==> src/common/tsc_pkg.sv <==
// constants, types and state encodings for the temperature sensor conversion port
// assumes a single 100 MHz core clock; serial pins arrive asynchronous to it
//
// Summary of operation
// conversions paced internally; serial clock only for access
// normal mode starts conversion every 400 us
// conversion lasts 25 us, then converter sleeps
// latest completed result always held for readout
// shutdown stops oscillator and all new conversions
// shutdown still returns last pre-shutdown result
// end of each access restarts a conversion; the code skips the restart while shut down
// leaving shutdown restarts oscillator and converts
// early re-read returns the previous result word
// control bits sampled on serial clock rising edges
// result bits shifted out on falling edges
// chip select high makes serial clock ignored
// 16-clock frame; control loads on fifteenth fall
// only third written bit matters: shutdown request
// 10-bit two's complement result, msb first
// last bit held until deselect, then released
// result latched into shifter at frame start
package tsc_pkg;

  // clock and timing
  localparam int CLK_PERIOD_NS = 10;
  localparam int NS_PER_US     = 1000;
  localparam int UPDATE_US     = 400;
  localparam int CONV_US       = 25;
  localparam int UPDATE_CYC    = (UPDATE_US * NS_PER_US) / CLK_PERIOD_NS;
  localparam int CONV_CYC      = (CONV_US * NS_PER_US + CLK_PERIOD_NS - 1) / CLK_PERIOD_NS;
  localparam int TMR_W         = 16;

  // data and frame layout
  localparam int TEMP_W        = 10;
  localparam int FRAME_BITS    = 16;
  localparam int CNT_W         = 5;
  localparam int PAD_W         = FRAME_BITS - TEMP_W;
  localparam logic [CNT_W-1:0] FRAME_CNT  = 5'h10;
  localparam logic [CNT_W-1:0] LOAD_FALL  = 5'h0f;
  localparam logic [CNT_W-1:0] PD_RISE    = 5'h03;
  localparam logic [CNT_W-1:0] CNT_ONE    = 5'h01;
  localparam logic [TMR_W-1:0] TMR_ONE    = 16'h0001;

  // buffering and synchronisation
  localparam int FIFO_DEPTH    = 16;
  localparam int SYNC_W        = 3;

  typedef logic [TEMP_W-1:0] tsc_temp_t;

  typedef struct packed {
    logic cs_n;
    logic sclk;
    logic sdi;
  } tsc_pins_s;

  typedef enum logic [3:0] {
    SEQ_SLEEP = 4'h1,
    SEQ_CONV  = 4'h2,
    SEQ_PUSH  = 4'h4,
    SEQ_OFF   = 4'h8
  } tsc_seq_e;

endpackage

==> src/verilog/tsc_conv_port.sv <==
// conversion sequencer and serial slave port of the temperature sensor
// assumes adc_code is settled on the core clock when a conversion ends,
// and that cs_n, sclk and sdi come from the host asynchronously
`timescale 1ns/100ps
module tsc_conv_port #(
  parameter int UPDATE_CYC = tsc_pkg::UPDATE_CYC
) (
  // clock and reset
  input  wire logic               ref_clk,
  input  wire logic               sys_rst,
  // serial pins from host
  input  wire tsc_pkg::tsc_pins_s pins,
  // serial data out, two signals of the pin
  output logic                    sdo,
  output logic                    sdo_oe,
  // analog converter side
  input  wire tsc_pkg::tsc_temp_t adc_code,
  output logic                    conv_active,
  // status
  output logic                    osc_run,
  output logic                    shutdown_mode,
  output tsc_pkg::tsc_temp_t      result_word
);

  typedef struct packed {
    tsc_pkg::tsc_seq_e           seq;
    logic [tsc_pkg::TMR_W-1:0]   tmr;
    logic [tsc_pkg::TMR_W-1:0]   conv_cnt;
    tsc_pkg::tsc_temp_t          pend;
    tsc_pkg::tsc_temp_t          result;
    logic                        shutdown;
    tsc_pkg::tsc_pins_s          prev;
    logic [tsc_pkg::FRAME_BITS-1:0] shift;
    logic [tsc_pkg::CNT_W-1:0]   falls;
    logic [tsc_pkg::CNT_W-1:0]   rises;
    logic                        pd_cap;
    logic                        sdo;
    logic                        sdo_oe;
  } tsc_top_s;

  localparam logic [tsc_pkg::TMR_W-1:0] PERIOD_LAST = tsc_pkg::TMR_W'(UPDATE_CYC - 1);
  localparam logic [tsc_pkg::TMR_W-1:0] CONV_LAST   = tsc_pkg::TMR_W'(tsc_pkg::CONV_CYC - 1);

  tsc_top_s           st_r;
  tsc_top_s           st_nxt;
  tsc_pkg::tsc_pins_s pin_s;
  logic               fifo_in_ready;
  logic               fifo_out_valid;
  logic               fifo_out_ready;
  tsc_pkg::tsc_temp_t fifo_out_data;

  // pin synchronisers
  tsc_sync #(
    .W (tsc_pkg::SYNC_W)
  ) u_sync (
    .ref_clk  (ref_clk),
    .sys_rst  (sys_rst),
    .async_in (pins),
    .sync_out (pin_s)
  );

  // completed results queue toward the readout register
  tsc_fifo #(
    .W (tsc_pkg::TEMP_W),
    .D (tsc_pkg::FIFO_DEPTH)
  ) u_fifo (
    .ref_clk   (ref_clk),
    .sys_rst   (sys_rst),
    .in_valid  (st_r.seq == tsc_pkg::SEQ_PUSH),
    .in_ready  (fifo_in_ready),
    .in_data   (st_r.pend),
    .out_valid (fifo_out_valid),
    .out_ready (fifo_out_ready),
    .out_data  (fifo_out_data)
  );

  // drain only while deselected so a frame sees a steady word
  assign fifo_out_ready = pin_s.cs_n;

  logic cs_fall;
  logic cs_rise;
  logic sel_hold;
  logic sclk_fall;
  logic sclk_rise;
  logic restart;

  // select edges ungated; clock edges gated by a select that holds across both samples
  assign cs_fall   = st_r.prev.cs_n && !pin_s.cs_n;
  assign cs_rise   = !st_r.prev.cs_n && pin_s.cs_n;
  assign sel_hold  = !st_r.prev.cs_n && !pin_s.cs_n;
  assign sclk_fall = sel_hold && st_r.prev.sclk && !pin_s.sclk;
  assign sclk_rise = sel_hold && !st_r.prev.sclk && pin_s.sclk;

  always_comb begin
    st_nxt      = st_r;
    restart     = 1'b0;
    st_nxt.prev = pin_s;

    // readout register follows newest completed result
    if (fifo_out_valid && fifo_out_ready) begin
      st_nxt.result = fifo_out_data;
    end

    // frame start: capture the word, drive the pin
    if (cs_fall) begin
      st_nxt.shift  = {st_r.result, {tsc_pkg::PAD_W{1'b0}}};
      st_nxt.falls  = '0;
      st_nxt.rises  = '0;
      st_nxt.pd_cap = 1'b0;
      st_nxt.sdo    = 1'b0;
      st_nxt.sdo_oe = 1'b1;
    end

    // falling edges present the next bit, msb first
    if (sclk_fall && (st_r.falls != tsc_pkg::FRAME_CNT)) begin
      st_nxt.sdo   = st_r.shift[tsc_pkg::FRAME_BITS-1];
      st_nxt.shift = {st_r.shift[tsc_pkg::FRAME_BITS-2:0], 1'b0};
      st_nxt.falls = st_r.falls + tsc_pkg::CNT_ONE;
      if ((st_r.falls + tsc_pkg::CNT_ONE) == tsc_pkg::LOAD_FALL) begin
        st_nxt.shutdown = st_r.pd_cap;
        if (st_r.shutdown && !st_r.pd_cap) begin
          restart = 1'b1;
        end
      end
    end

    // rising edges sample the host bits; only the third is kept
    if (sclk_rise && (st_r.rises != tsc_pkg::FRAME_CNT)) begin
      st_nxt.rises = st_r.rises + tsc_pkg::CNT_ONE;
      if ((st_r.rises + tsc_pkg::CNT_ONE) == tsc_pkg::PD_RISE) begin
        st_nxt.pd_cap = pin_s.sdi;
      end
    end

    // frame end: release pin, restart conversion unless shut down
    if (cs_rise) begin
      st_nxt.sdo_oe = 1'b0;
      st_nxt.sdo    = 1'b0;
      if (!st_nxt.shutdown) begin
        restart = 1'b1;
      end
    end

    // conversion sequencer on the internal time base
    case (st_r.seq)
      tsc_pkg::SEQ_OFF: begin
        if (restart && !st_nxt.shutdown) begin
          st_nxt.seq      = tsc_pkg::SEQ_CONV;
          st_nxt.tmr      = '0;
          st_nxt.conv_cnt = '0;
        end
      end
      tsc_pkg::SEQ_SLEEP: begin
        st_nxt.tmr = st_r.tmr + tsc_pkg::TMR_ONE;
        if (restart || (st_r.tmr >= PERIOD_LAST)) begin
          st_nxt.seq      = tsc_pkg::SEQ_CONV;
          st_nxt.tmr      = '0;
          st_nxt.conv_cnt = '0;
        end
      end
      tsc_pkg::SEQ_CONV: begin
        st_nxt.tmr      = st_r.tmr + tsc_pkg::TMR_ONE;
        st_nxt.conv_cnt = st_r.conv_cnt + tsc_pkg::TMR_ONE;
        if (restart) begin
          st_nxt.tmr      = '0;
          st_nxt.conv_cnt = '0;
        end else if (st_r.conv_cnt == CONV_LAST) begin
          st_nxt.pend = adc_code;
          st_nxt.seq  = tsc_pkg::SEQ_PUSH;
        end
      end
      tsc_pkg::SEQ_PUSH: begin
        st_nxt.tmr = st_r.tmr + tsc_pkg::TMR_ONE;
        if (fifo_in_ready) begin
          if (st_nxt.shutdown) begin
            st_nxt.seq = tsc_pkg::SEQ_OFF;
          end else if (restart) begin
            st_nxt.seq      = tsc_pkg::SEQ_CONV;
            st_nxt.tmr      = '0;
            st_nxt.conv_cnt = '0;
          end else begin
            st_nxt.seq = tsc_pkg::SEQ_SLEEP;
          end
        end
      end
      default: begin
        st_nxt.seq = tsc_pkg::SEQ_OFF;
      end
    endcase

    // shutdown stops the time base and abandons a running conversion
    if (st_nxt.shutdown &&
        ((st_r.seq == tsc_pkg::SEQ_SLEEP) || (st_r.seq == tsc_pkg::SEQ_CONV))) begin
      st_nxt.seq = tsc_pkg::SEQ_OFF;
    end
  end

  always_ff @(posedge ref_clk or posedge sys_rst) begin
    if (sys_rst) begin
      st_r          <= '0;
      st_r.seq      <= tsc_pkg::SEQ_CONV;
      st_r.prev     <= '1;
    end else begin
      st_r <= st_nxt;
    end
  end

  assign sdo           = st_r.sdo;
  assign sdo_oe        = st_r.sdo_oe;
  assign conv_active   = (st_r.seq == tsc_pkg::SEQ_CONV);
  assign osc_run       = (st_r.seq != tsc_pkg::SEQ_OFF);
  assign shutdown_mode = st_r.shutdown;
  assign result_word   = st_r.result;

endmodule // tsc_conv_port

==> src/verilog/tsc_sync.sv <==
// two-stage synchroniser for a bundle of asynchronous pin levels
// assumes each bit is an independent level; no multi-bit coherence implied
`timescale 1ns/100ps
module tsc_sync #(
  parameter int W = 1
) (
  // clock and reset
  input  wire logic         ref_clk,
  input  wire logic         sys_rst,
  // pins in, synchronised out
  input  wire logic [W-1:0] async_in,
  output logic      [W-1:0] sync_out
);

  typedef struct packed {
    logic [W-1:0] s1;
    logic [W-1:0] s2;
  } tsc_sync_s;

  tsc_sync_s st_r;
  tsc_sync_s st_nxt;

  always_comb begin
    st_nxt    = st_r;
    st_nxt.s1 = async_in;
    st_nxt.s2 = st_r.s1;
  end

  always_ff @(posedge ref_clk or posedge sys_rst) begin
    if (sys_rst) begin
      st_r <= '1; // idle-high select and clock: no false edge after reset
    end else begin
      st_r <= st_nxt;
    end
  end

  assign sync_out = st_r.s2;

endmodule // tsc_sync

==> src/verilog/tsc_fifo.sv <==
// flip-flop fifo with valid/ready on both sides
// assumes depth is a power of two
`timescale 1ns/100ps
module tsc_fifo #(
  parameter int W = 8,
  parameter int D = 16
) (
  // clock and reset
  input  wire logic         ref_clk,
  input  wire logic         sys_rst,
  // fill side
  input  wire logic         in_valid,
  output logic              in_ready,
  input  wire logic [W-1:0] in_data,
  // drain side
  output logic              out_valid,
  input  wire logic         out_ready,
  output logic      [W-1:0] out_data
);

  localparam int AW = $clog2(D);

  typedef struct packed {
    logic [D-1:0][W-1:0] mem;
    logic [AW:0]         wp;
    logic [AW:0]         rp;
  } tsc_fifo_s;

  tsc_fifo_s st_r;
  tsc_fifo_s st_nxt;
  logic      full;
  logic      empty;

  assign empty     = (st_r.wp == st_r.rp);
  assign full      = (st_r.wp[AW] != st_r.rp[AW]) && (st_r.wp[AW-1:0] == st_r.rp[AW-1:0]);
  assign in_ready  = !full;
  assign out_valid = !empty;
  assign out_data  = st_r.mem[st_r.rp[AW-1:0]];

  always_comb begin
    st_nxt = st_r;
    if (in_valid && !full) begin
      st_nxt.mem[st_r.wp[AW-1:0]] = in_data;
      st_nxt.wp = st_r.wp + {{AW{1'b0}}, 1'b1};
    end
    if (out_ready && !empty) begin
      st_nxt.rp = st_r.rp + {{AW{1'b0}}, 1'b1};
    end
  end

  always_ff @(posedge ref_clk or posedge sys_rst) begin
    if (sys_rst) begin
      st_r <= '0;
    end else begin
      st_r <= st_nxt;
    end
  end

endmodule // tsc_fifo

==> config.mk <==
export PLATFORM = sky130hd
export DESIGN_NAME = tsc_conv_port
export DESIGN_NICKNAME = d
export VERILOG_FILES = /design/src/common/tsc_pkg.sv /design/src/verilog/tsc_conv_port.sv /design/src/verilog/tsc_sync.sv /design/src/verilog/tsc_fifo.sv
export SDC_FILE = /design/constraint.sdc
export NUM_CORES = 1
export LEC_CHECK = 0
export BUFFER_PORTS_ARGS = -buffer_cell sky130_fd_sc_hd__buf_4
export CORE_MARGIN = 5
export CORE_UTILIZATION = 59
export DETAILED_ROUTE_END_ITERATION = 16
export GPL_TIMING_DRIVEN = 0
export PLACE_DENSITY = 0.76
export SLEW_MARGIN = 15
export SYNTH_ARGS = -nofsm -noshare
export SYNTH_HDL_FRONTEND = slang
export SYNTH_SLANG_ARGS = --single-unit
export TNS_END_PERCENT = 50
==> constraint.sdc <==
create_clock -name ref_clk -period 26.2 [get_ports ref_clk]
set_clock_uncertainty 0.2 [all_clocks]
set_input_delay 3.93 -clock ref_clk [delete_from_list [all_inputs] [get_ports ref_clk]]
set_output_delay 3.93 -clock ref_clk [all_outputs]
set_load 0.01 [all_outputs]
==> reports/qor.yml <==
status: "finished, final reports clean"
grt_pass1_vias: 8056
vias_per_cell: 6.103
worst_slew_pin_slew_ns: 0.9834
hold_viol_final: 0
drive_gt1_share_pct: 37.53
synthTopCellsByCount: "dfrtp_1, mux2_2, mux4_2"
clock_path_buffers: 3
drc: 0
drv_slew: 0
critPathBufInv: 2
via_count: 7745
setup_violations: 0
fin_crit_ns: 6.666
crit_family: "simple AND/OR/NAND/NOR gates"
max-cap-violations: 0
postCtsHoldBufs: 0
pin_count: 30
n_antenna_cell: 0
ys_seq_area_share_pct: 52.16
rows: 53
top_usage_layer: "met2"
fp.dieH_um: 155.0
fin_worst_hold_slack_ns: 0.1579
synth-seq-cells: 258
slowest_delay_ns: 0.74
path_class: "flop to output pin"
path_max_fanout: 10
synth_cell_type_count: 59
grt_use_met2_pct: 36.90
drt_first_pass_iters: 5
grt_antenna_before_repair: 0
routedWlPerCell_um: 20.63
dieArea_um2: 24010
rsz0062_at_grt: "no"
cp.arrival_ns: 2.54
synth_nets: 944
post_cts_buffers: 0
synth_async_sr_flop_share_pct: 100.0
synth_flop_cell: "dfrtp_1"
grt_util_met3_pct: 3.088
required_ns: 22.07
io_buffers: 29
ant_nets: 0
cts_inserted_buffers: 27
synth-edff-count: 0
syn_avg_cell_area_um2: 13.58
max_freq_mhz: 150.0
initial_core_util_pct: 59.35
period_share_pct: 25.44
syn_to_final_growth_pct: 12.17
grt_max_degree: 89
hp-class: "flop to flop"
tns_ns: 0
netlist_area_um2: 12400
ir_drop_uv: 58.21
yosysTopAreaCell: "dfrtp_1"
cts_root_buffer: "clkbuf_16"
clk_latency_ns: 0.55
drt-initial-drc-count: 580
coreArea_um2: 20890
p_leak_nw: 6.563
startpoint_type: "flop"
cts_num_sinks: 258
grt_pass1_wl_um: 43540
clkSlewWorstSetupHoldPaths_ns: 0.06
wl_um: 26180
met1_usage_pct: 31.21
crit_slowest_cell: "nor4b_2"
endpoint_kind: "output pin"
grt_remaining_overflow: 0
synth_top_cell_area_share_pct: 50.26
htree_levels: 1
postSynthCellCount: 913
r2r_slack_ns: 23.39
grt_use_total_pct: 22.44
cts_resized: 0
ys_top_cells_by_area: "dfrtp_1, mux2_2, mux4_2"
place_congestion: 0.8171
ys_warn_count: 0
cp_cell_sequence: "nor4b_2, clkbuf_1, buf_4"
die_w_um: 155.0
nNetsFinal: 1004
cts_tree: "yes"
final_core_util_pct: 66.58
hpwl_um: 17400
p_per_area_nw_per_um2: 57.94
relSlewSlack_pct: 33.52
synth.most_common_cell: "dfrtp_1"
power breakdown:
| group | total (mW) | internal, mW | switching (mW) |
|---|---|---|---|
| clock | 0.380 | 0.222 | 0.159 |
| combinational | 0.0221 | 0.00699 | 0.0151 |
| sequential | 0.404 | 0.401 | 0.00224 |
| total | 0.806 | 0.630 | 0.176 |
flip-flops by register name, summed over array words and instances, names as in the netlist:
register,flops
st_r,69
u_sync.st_nxt,3
shutdown_mode,1
sdo,1
u_fifo.st_r,170
sdo_oe,1
result_word,10
u_sync.sync_out,3
final cells by class:
type | count | area, µm²
fillers | 1509 | 6982
flip-flops and latches | 258 | 6467
multi-input cells | 575 | 5553
clock buffers | 36 | 749.5
well taps | 275 | 344.1
plain buffers | 61 | 306.5
repair buffers | 31 | 272.8
clock inverters | 14 | 135.1
inverters | 19 | 78.83
kinds of logic (layout without fill, tap and decap cells):
kind of cell / count (synthesis) / count (layout) / synth area share [%]
buffers and inverters: 80 / 161 / 3.048
and+or+nand+nor: 197 / 197 / 9.093
DFF: 258 / 258 / 52.16
xor gates and xnor gates: 24 / 24 / 1.695
muxes: 251 / 251 / 27.46
AOI/OAI and AO/OA: 87 / 87 / 4.925
adders and majority gates: 16 / 16 / 1.615
routing by layer:
metal,share of wire (%),routed length (µm),up-vias
li1,-,-,3510
met3,4.2,1108,61
met4,2.9,762,0
met1,43,11240,4003
met2,50,13060,171
met5,0,0,-
worst paths after layout:
path | cells after the start | endpoint | startpoint
max | 3 | conv_active | st_r[86]$_DFFE_PP1P_
min | 0 | u_sync.sync_out[0]$_DFF_PP1_ | u_sync.st_nxt[0]$_DFF_PP1_
max reg2reg | 8 | st_r[45]$_DFFE_PP0P_ | st_r[9]$_DFFE_PP0P_
min reg2reg | 0 | u_sync.sync_out[0]$_DFF_PP1_ | u_sync.st_nxt[0]$_DFF_PP1_
max in group asynchronous | 3 | st_r[86]$_DFFE_PP1P_ | sys_rst
min in group asynchronous | 2 | st_r[5]$_DFFE_PP0P_ | sys_rst
placed cells by master (no fill, tap or decap), types with 4 or more instances in the layout:
master,synthesis,final
dfrtp_1,249,249
mux2_2,173,173
mux4_2,50,50
nand3_1,46,46
nand2_1,45,45
buf_4,14,43
o21ai_0,35,35
clkbuf_1,29,34
clkbuf_16,0,27
nor2_1,26,26
inv_1,19,18
mux2i_1,18,18
ha_1,16,16
xor2_1,14,14
buf_2,14,14
nand3_2,14,14
clkinv_2,0,11
xnor2_1,10,10
a311oi_1,10,10
mux2_4,10,10
and3_1,9,9
o22ai_1,9,9
dfstp_2,9,9
nor3_1,8,8
nor2b_1,8,8
nand4_1,7,7
o31ai_1,6,6
and2_1,6,6
nor4_1,5,5
o211ai_1,4,4
o2bb2ai_1,4,4
clkbuf_8,0,4
stage by stage:
step	power (mW)	setup slack, ns	cell area, µm²	instances
after detailed placement	0.4334	20.13	13020	1219
after global routing	0.8324	19.47	13910	1269
final	0.8058	19.53	13910	1269
after floorplan	0.4250	14.99	12400	913
after CTS	0.8131	19.57	13910	1269
after global placement	0.4320	12.22	12960	1217
worst reg2reg max path, stage by stage, from the launching register on:
cell and delay, ns:
dfrtp_1 0.42, ha_1 0.25, xnor2_1 0.18, nor4b_4 0.42, nand3_2 0.25, nand3_2 0.21, and3_1 0.24, buf_6 0.21
mux2_4 0.33
Note: power is estimated with default switching activity, not from simulation.
